--- src/design/aacr_map.vh ---
`ifndef AACR_MAP_VH
`define AACR_MAP_VH
// ------------------------------
// Register offsets
// ------------------------------
`define AACR_OFS_OFFSET_LOOP_CONTROL 8'hcf
`define AACR_OFS_SLOW_RATE_CHAN_B_CTRL 8'hdb
`define AACR_OFS_SHAPING_PIN_OVERRIDE 8'hea
`define AACR_OFS_SLOW_RATE_SOURCE_SELECT 8'hef
`define AACR_OFS_OUTPUT_SWING_ENABLE 8'hf1
`define AACR_OFS_SLOW_RATE_CHAN_A_CTRL 8'hf2
`define AACR_OFS_OFFSET_LOOP_ON 8'h3d
// ------------------------------
// Field positions
// ------------------------------
`define AACR_BIT_HOLD 7
`define AACR_BIT_LOOP_ON 5
`define AACR_PERIOD_HI 5
`define AACR_PERIOD_LO 2
`define AACR_BIT_CHAN_B 0
`define AACR_BIT_CHAN_A 3
`define AACR_BIT_SRC_SEL 4
`define AACR_BIT_OVERRIDE 7
`define AACR_SWING_HI 1
`define AACR_SWING_LO 0
// ------------------------------
// Reset values and codes
// ------------------------------
`define AACR_RST_VAL 8'h00
`define AACR_SWING_ON 2'h3
`define AACR_SWING_OFF 2'h0
`define AACR_DATA_W 11
`endif

--- src/design/aacr_offset_loop.v ---
`timescale 1ns/10ps
// ------------------------------
// Offset estimate and correction
// ------------------------------
module aacr_offset_loop (
  input wire clk_i,
  input wire rst_i,
  input wire enable_i,
  input wire hold_i,
  input wire [3:0] period_i,
  input wire [10:0] sample_i,
  output reg [10:0] corrected_o,
  output reg [10:0] estimate_o
);
  reg [15:0] tick_r;
  reg [15:0] tick_nxt;
  reg [10:0] est_nxt;
  reg [10:0] mid;
  always @* begin
    mid = 11'h400;
    tick_nxt = tick_r + 16'h0001;
    est_nxt = estimate_o;
    if (!enable_i || hold_i) begin
      tick_nxt = tick_r;
    end else if (tick_r >= ((16'h0001 << period_i) - 16'h0001)) begin
      tick_nxt = 16'h0000;
      if (sample_i > (mid + estimate_o))
        est_nxt = estimate_o + 11'h001;
      else if (sample_i < (mid + estimate_o))
        est_nxt = estimate_o - 11'h001;
    end
  end
  always @(posedge clk_i) begin
    if (rst_i) begin
      tick_r <= 16'h0000;
      estimate_o <= 11'h000;
      corrected_o <= 11'h000;
    end else begin
      tick_r <= tick_nxt;
      estimate_o <= est_nxt;
      if (enable_i)
        corrected_o <= sample_i - estimate_o;
      else
        corrected_o <= sample_i;
    end
  end
endmodule

--- src/design/aacr_regs.v ---
// Design decision made here: the plain strobed port.
`timescale 1ns/10ps
`include "aacr_map.vh"
// Function
// Hold bit stops estimate updates; last estimate still applied every cycle
// Hold clear lets estimate update; both act only with loop enable set
// Bits 5:2 set loop period in sample clock cycles
// Source select 0 follows clock pin level; 1 follows register bits
// Channel B slow-rate bit effective only under register control
// Channel A slow-rate bit effective only under register control
// Software sets source select before programming channel bits
// Swing field 11 enables register swing control, 00 disables; 01/10 illegal
// Software writes zero to reserved bits
// All registers reset to 00h
// Separate loop enable bit 5 turns offset correction on
// Override bit makes shaping selection come from registers
module aacr_regs (
  input wire clk_i,
  input wire rst_i,
  input wire [7:0] addr_i,
  input wire [7:0] wdata_i,
  input wire wr_i,
  input wire rd_i,
  input wire sclk_level_i,
  input wire [10:0] sample_i,
  output reg [7:0] rdata_o,
  output reg slow_rate_chan_a_o,
  output reg slow_rate_chan_b_o,
  output reg shaping_pin_override_o,
  output reg swing_reg_ctrl_o,
  output reg [10:0] corrected_o
);
  reg [7:0] loop_ctrl_r;
  reg [7:0] loop_on_r;
  reg [7:0] chan_b_r;
  reg [7:0] override_r;
  reg [7:0] src_sel_r;
  reg [7:0] swing_r;
  reg [7:0] chan_a_r;
  reg sclk_s1_r;
  reg sclk_s2_r;
  reg [7:0] rd_nxt;
  wire [10:0] corr_w;
  wire slow_a_w;
  wire slow_b_w;
  // ------------------------------
  // Pin synchroniser
  // ------------------------------
  always @(posedge clk_i) begin
    if (rst_i) begin
      sclk_s1_r <= 1'b0;
      sclk_s2_r <= 1'b0;
    end else begin
      sclk_s1_r <= sclk_level_i;
      sclk_s2_r <= sclk_s1_r;
    end
  end
  // ------------------------------
  // Register writes
  // ------------------------------
  always @(posedge clk_i) begin
    if (rst_i) begin
      loop_ctrl_r <= `AACR_RST_VAL;
      loop_on_r <= `AACR_RST_VAL;
      chan_b_r <= `AACR_RST_VAL;
      override_r <= `AACR_RST_VAL;
      src_sel_r <= `AACR_RST_VAL;
      swing_r <= `AACR_RST_VAL;
      chan_a_r <= `AACR_RST_VAL;
    end else if (wr_i) begin
      case (addr_i)
        `AACR_OFS_OFFSET_LOOP_CONTROL: loop_ctrl_r <= wdata_i;
        `AACR_OFS_OFFSET_LOOP_ON: loop_on_r <= wdata_i;
        `AACR_OFS_SLOW_RATE_CHAN_B_CTRL: chan_b_r <= wdata_i;
        `AACR_OFS_SHAPING_PIN_OVERRIDE: override_r <= wdata_i;
        `AACR_OFS_SLOW_RATE_SOURCE_SELECT: src_sel_r <= wdata_i;
        `AACR_OFS_OUTPUT_SWING_ENABLE: swing_r <= wdata_i;
        `AACR_OFS_SLOW_RATE_CHAN_A_CTRL: chan_a_r <= wdata_i;
        default: begin
        end
      endcase
    end
  end
  // ------------------------------
  // Read path
  // ------------------------------
  always @* begin
    case (addr_i)
      `AACR_OFS_OFFSET_LOOP_CONTROL: rd_nxt = loop_ctrl_r;
      `AACR_OFS_OFFSET_LOOP_ON: rd_nxt = loop_on_r;
      `AACR_OFS_SLOW_RATE_CHAN_B_CTRL: rd_nxt = chan_b_r;
      `AACR_OFS_SHAPING_PIN_OVERRIDE: rd_nxt = override_r;
      `AACR_OFS_SLOW_RATE_SOURCE_SELECT: rd_nxt = src_sel_r;
      `AACR_OFS_OUTPUT_SWING_ENABLE: rd_nxt = swing_r;
      `AACR_OFS_SLOW_RATE_CHAN_A_CTRL: rd_nxt = chan_a_r;
      default: rd_nxt = 8'h00;
    endcase
  end
  // ------------------------------
  // Slow-rate source mux
  // ------------------------------
  assign slow_b_w = src_sel_r[`AACR_BIT_SRC_SEL] ? chan_b_r[`AACR_BIT_CHAN_B] : sclk_s2_r;
  assign slow_a_w = src_sel_r[`AACR_BIT_SRC_SEL] ? chan_a_r[`AACR_BIT_CHAN_A] : sclk_s2_r;
  always @(posedge clk_i) begin
    if (rst_i) begin
      rdata_o <= 8'h00;
      slow_rate_chan_a_o <= 1'b0;
      slow_rate_chan_b_o <= 1'b0;
      shaping_pin_override_o <= 1'b0;
      swing_reg_ctrl_o <= 1'b0;
      corrected_o <= 11'h000;
    end else begin
      rdata_o <= rd_i ? rd_nxt : 8'h00;
      slow_rate_chan_a_o <= slow_a_w;
      slow_rate_chan_b_o <= slow_b_w;
      shaping_pin_override_o <= override_r[`AACR_BIT_OVERRIDE];
      swing_reg_ctrl_o <= (swing_r[`AACR_SWING_HI:`AACR_SWING_LO] == `AACR_SWING_ON);
      corrected_o <= corr_w;
    end
  end
  // ------------------------------
  // Offset loop
  // ------------------------------
  aacr_offset_loop u_loop (
    .clk_i(clk_i),
    .rst_i(rst_i),
    .enable_i(loop_on_r[`AACR_BIT_LOOP_ON]),
    .hold_i(loop_ctrl_r[`AACR_BIT_HOLD]),
    .period_i(loop_ctrl_r[`AACR_PERIOD_HI:`AACR_PERIOD_LO]),
    .sample_i(sample_i),
    .corrected_o(corr_w),
    .estimate_o()
  );
endmodule

--- config.mk ---
export PLATFORM = sky130hd
export DESIGN_NAME = aacr_regs
export DESIGN_NICKNAME = d
export VERILOG_FILES = /design/src/design/aacr_offset_loop.v /design/src/design/aacr_regs.v
export VERILOG_INCLUDE_DIRS = /design/src /design/src/design
export SDC_FILE = /design/constraint.sdc
export NUM_CORES = 1
export LEC_CHECK = 0
export ABC_AREA = 0
export BUFFER_PORTS_ARGS = -buffer_cell sky130_fd_sc_hd__buf_4
export CORE_UTILIZATION = 54
export DETAILED_ROUTE_END_ITERATION = 16
export PLACE_DENSITY_LB_ADDON = 0.1
export SYNTH_ARGS = -nofsm -noshare
export SYNTH_HDL_FRONTEND = slang
export SYNTH_SLANG_ARGS = --single-unit
--- constraint.sdc ---
create_clock -name clk_i -period 3.1 [get_ports clk_i]
set_input_delay 0.465 -clock clk_i [delete_from_list [all_inputs] [get_ports clk_i]]
set_output_delay 0.465 -clock clk_i [all_outputs]
set_load 0.05 [all_outputs]
# After elaboration in Yosys (flattened, before gate mapping)
# Cells that the tools add are included.
[word_totals]
regBits = 119
out_inout_bits = 23
inputBits = 32
mem_bits_rw = 0
latch_bits = 0
elab_cells = 57
mem_bits_ro = 0
memories = 0
[classes]
mul = 0
n_reduce_logical = 12
eq_ne = 8
div = 0
bitwise = 2
n_addsub = 6
n_shift = 1
magnitude_cmp = 3
n_mux = 7
[ops]
columns = ["operator", "n"]
rows = [
  ["one-hot mux 8 bit (7 select lines)", 1],
  ["== test 8 bit, second input constant", 6],
  ["two-way mux 11 bit", 3],
  ["adder 16 x 1 -> 16 bit, second input constant", 1],
  [">= comparator 16 bit", 1],
  ["two-way mux 16 bit", 1],
  ["<< shifter 1 x 4 -> 16 bit, first input constant", 1],
  ["subtractor 16 x 1 -> 16 bit, second input constant", 1],
  ["AND reduction 2 bit", 7],
  ["adder 11 x 1 -> 11 bit, second input constant", 1],
  ["adder 11 bit, first input constant", 1],
  ["greater-than comparator 11 bit", 1],
  ["< comparator 11 bit", 1],
  ["subtractor 11 x 1 -> 11 bit, second input constant", 1],
  ["subtractor 11 bit", 1],
  ["== test 8 x 6 -> 1 bit, second input constant", 1],
  ["AND reduction 3 bit", 1],
  ["== test 2 bit, second input constant", 1],
  ["two-way mux 1 bit", 2],
  ["inverter 1 bit", 2],
  ["nonzero test 2 bit", 1],
  ["OR reduction 2 bit", 1],
  ["logical NOT 1 bit", 1],
  ["logical OR 1 bit", 1],
]

# Logic depth before layout (Yosys ltp)
[depth]
depth_word = 4
depth_mapped = 17
mapped_depth_nobuf = 14

# Hierarchy
# From an unflattened synthesis, not the netlist that was laid out.
[hier_totals]
cells_unflattened = 719
area_unflattened_um2 = 6287.3
[by_module_without_submodules]
columns = ["mod", "area_per_inst_um2", "seq_area_each_um2", "cells_per_inst", "instances"]
rows = [
  ["aacr_regs", 3305.7, 1621.6, 349, 1],
  ["aacr_offset_loop", 2981.6, 760.7, 370, 1],
]

# Worst setup path before layout
# No wires, ideal clock.
[synth_timing]
path_type = "input-to-reg"
start = "input sample_i[9]"
end = "register u_loop.estimate_o[8]"
setup_slack_ps = -187
path_buffers = 0
path_stages = 12
arrival_time_ps = 3216
required_time_ps = 3030
setup_time_ps = 70
cell_sequence = "ha_1 > nand4_1 > or3_1 > o311ai_1 > and2_1 > ha_1 > a21oi_1 > o211ai_1 > o41ai_1 > xnor2_1 > nand3_1 > a21oi_1"
[synth_via]
elab_chain_cells = 3
elab_cells_between_ends = 5
classes_between = "order compare: 2; mux: 1; reduce/logical: 2"
[synth_lines]
columns = ["item", "line", "source"]
rows = [
  ["start, declared", "aacr_regs.v:25", "input wire [10:0] sample_i,"],
  ["< comparator 11 bit or greater-than comparator 11 bit (tied branches)", "aacr_offset_loop.v:29, aacr_offset_loop.v:27", ""],
  ["nonzero test 2 bit (no source line)", "-", ""],
  ["AND reduction 3 bit (no source line)", "-", ""],
  ["end signal, assigned", "aacr_offset_loop.v:40", "estimate_o <= est_nxt;"],
  ["end, declared", "aacr_offset_loop.v:13", "output reg [10:0] estimate_o"],
]
# Several ways; a longest one is shown, not always the timed one.
# A chain may end at the register's enable or synchronous reset.

# Worst setup path after layout
[layout_timing]
start = "register u_loop.estimate_o[7]"
end = "register u_loop.estimate_o[9]"
[layout_via]
elab_chain_cells = 4
elab_cells_between_ends = 9
classes_between = "add/sub: 3; order compare: 2; mux: 2; reduce/logical: 2"
[layout_lines]
columns = ["item", "line"]
rows = [
  ["adder 11 bit", "aacr_offset_loop.v:27, aacr_offset_loop.v:29"],
  ["< comparator 11 bit or greater-than comparator 11 bit (tied branches)", "aacr_offset_loop.v:29, aacr_offset_loop.v:27"],
  ["nonzero test 2 bit (no source line)", "-"],
  ["AND reduction 3 bit (no source line)", "-"],
]
# Several ways; a longest one is shown, not always the timed one. The select of a mux whose other input is x is not followed.

==> results.ini <==
[power]
p_per_area_nw_per_um2=479
ir_drop_mv=0.462
p_leak_uw=0.00313

[sta]
post-route-period-util_pct=107
grt_setup_unrepaired=true
report.final.slew_viol_count=0
fmax_ghz=0.301
max-slew-margin-rel_pct=53.0
fin_tns_setup_ns=-0.338
setup_ws_ns=-0.217
min_period_ns=3.32
hold_violations=0
worst_pin_slew_ns=0.705
clock_skew_ns=0.00932
setup_viol=4

[setup_path]
r2r_slack_ns=-0.22
cpMaxStageDelayCell=or3_4
cp_common_cell=nand3_1
critPathKind=reg2reg
worst_setup_path_start_kind=flip-flop
slowest_delay_ns=0.44
crit_required_ns=3.44
crit_path_cell_trace=inv_2 -> ha_4 -> nand4_1 -> or3_4 -> o311ai_4 -> and2_4 -> clkbuf_4 -> ha_1 -> buf_4 -> nand3_1 -> o2111ai_2 -> a31oi_1 -> xnor2_1 -> nand3_1 -> a21oi_1
end_kind=flip-flop
cp.arrival_ns=3.66
worst-path-max-fanout=5

[placement]
hpwlAfterDp_um=11400
dp_cells=973
place_congestion=0.863
portBuffers=54

[synthesis]
synth-main-ff-cell=dfxtp_1
synth_fa_ha_area_share_pct=8.25
yosysTopAreaCell=dfxtp_1
synthMuxAreaShare_pct=1.68
avgSynthCellArea_um2=8.29
ys_warn_count=0
synth-seq-cells=119
ys_types=70
synth-edff-count=0
async_reset_ff_share_pct=0
syn-cell-area_um2=6240
synth_simple_gate_area_share_pct=23.7
yosys-top-cells-area=dfxtp_1, ha_1, a21oi_1
synth-compound-area-share_pct=19.6
synth_top_family_by_area=simple AND/OR/NAND/NOR gates
netlist_instances=753
yosysSeqAreaShare_pct=38.1
synth_nets=825
synth_top_area_share_pct=38.1
synth-xor-area-share_pct=4.07

[cells_and_area]
layout_commonest_cell=buf_4
fin_nets=937
final_core_util_pct=75.4
fin_cells=1017
nFillCells=783
final_cell_mix=buf_4, dfxtp_1, nand2_1, a21oi_1, nand3_1
antenna_cells=0
drive_above_1_share_pct=28.2
syn2layout_area_growth_pct=33.1

[floorplan]
die-area_um2=12000
die_y_um=110
num_rows=38
initial_core_util_pct=56.6
coreArea_um2=11000
die_w_um=110
io_pins=55

[drt]
firstDrtPassIters=6
vias_per_cell=6.05
wire_per_inst_um=17.9
vias=6156
postRouteWirelength_um=18200
drc=0
ant_nets=0
drtIter0Drc=572

[clocking]
htree_levels=4
postCtsHoldBufs=0
insertion_delay_ns=0.42
clockBufferDepth=2
cts_tree=built
clk_pin_slew_ns=0.06
clock_sinks=119
cts_buffers=17
clockRootBuffer=clkbuf_16

[global_routing]
grt_usage_pct=29.0
grt_pass1_vias=5722
grt_pass1_wl_um=26600
antenna_found_initial=0
overflow=0
grt_max_degree=57

[status]
status=complete, but fails checks
violations=negative setup slack

[worst_hold_path]
hold_class=in2reg

[job]
max_cap_violations=0

[area by class of cell]
class	count	area (um^2)	area share, %
clock buffer	17	425	5.12
clock inverter	14	201	2.42
inverter	25	93.8	1.13
multi-input combinational	567	3970	47.7
sequential	119	2400	28.8
tap	140	175	2.11
timing repair buffer	135	1050	12.7
[registers in the layout, indices dropped and copies added (netlist names), 8 cells and up]
register,count
loop_ctrl_r,8
u_loop.estimate_o,11
u_loop.tick_r,16
src_sel_r,8
chan_a_r,8
corrected_o,11
swing_r,8
rdata_o,8
loop_on_r,8
override_r,8
u_loop.corrected_o,11
chan_b_r,8
[metal layers]
| layer | global-route usage (%) | vias to the layer above | share of wire, % |
|---|---|---|---|
| li1 | - | 2917 | - |
| met1 | 36.0 | 2932 | 42 |
| met2 | 48.7 | 260 | 48 |
| met3 | 6.16 | 47 | 6.7 |
| met4 | 11.9 | 0 | 2.8 |
| met5 | 0 | - | 0 |
[final timing paths]
path,from,to,cells after the start
max reg2reg,u_loop.estimate_o[7],u_loop.estimate_o[9],15
max,u_loop.estimate_o[7],u_loop.estimate_o[9],15
min reg2reg,u_loop.corrected_o[5],corrected_o[5],1
min,sclk_level_i,sclk_s1_r,2
[Yosys cell counts, types with 3 or more instances]
cell      count
nand3_1      76
buf_2        12
ha_1         38
mux2i_1       6
o21ai_1       6
nand2b_1     10
nor2b_1      18
o22ai_1       3
xor2_1        8
o211ai_1      3
nor2_1       47
a222oi_1      8
a21o_1        5
inv_1        25
a21oi_1      87
xnor2_1      21
and3_1       10
o21a_1        6
a22o_1        3
nor4_1        4
or3_1         3
nand2_1      97
a22oi_1      17
dfxtp_1     119
and2_1        4
nor3_1        5
nand3b_1      3
clkbuf_1     22
nand4_1       3
mux2_2        4
buf_1         4
a31oi_1      12
o21ai_0      17
[metrics by stage]
stage	total power, uW	area (um^2)	worst slack (ns)	hold WS [ns]
after floorplan	1760	6250	-0.0237	0.414
after global placement	1870	7160	-0.262	0.431
after detailed placement	1880	7160	-0.419	0.444
after CTS	3960	7930	0.00782	0.246
after global routing	4090	8310	-0.390	0.252
final	3980	8310	-0.217	0.259
[power by group]
part           internal, uW  switching [uW]  total, uW
clock                  1350             727       2070
sequential             1540            5.01       1550
combinational           153             207        361
[logic make-up after synthesis]
family	after synthesis
DFF	119
and+or+nand+nor	296
xor gates and xnor gates	29
buffers and inverters	67
AOI/OAI and AO/OA	191
other	1
adders and majority gates	40
muxes	10
[timing repair]
item,4_1_cts,5_1_grt
endpoints found under the setup margin,27,27
cloned,0,1
buffers inserted,7,5
gates resized for setup,18,66
pin swaps,4,24
[critical path, delay by kind of cell (launching register included)]
family                     cells  cell delay, ns
AOI/OAI and AO/OA              4            0.72
xor gates and xnor gates       1            0.21
adders and majority gates      2            0.53
buffers and inverters          3            0.39
DFF                            1            0.37
and+or+nand+nor                5            1.04
Note: power is estimated with default switching activity, not from simulation.
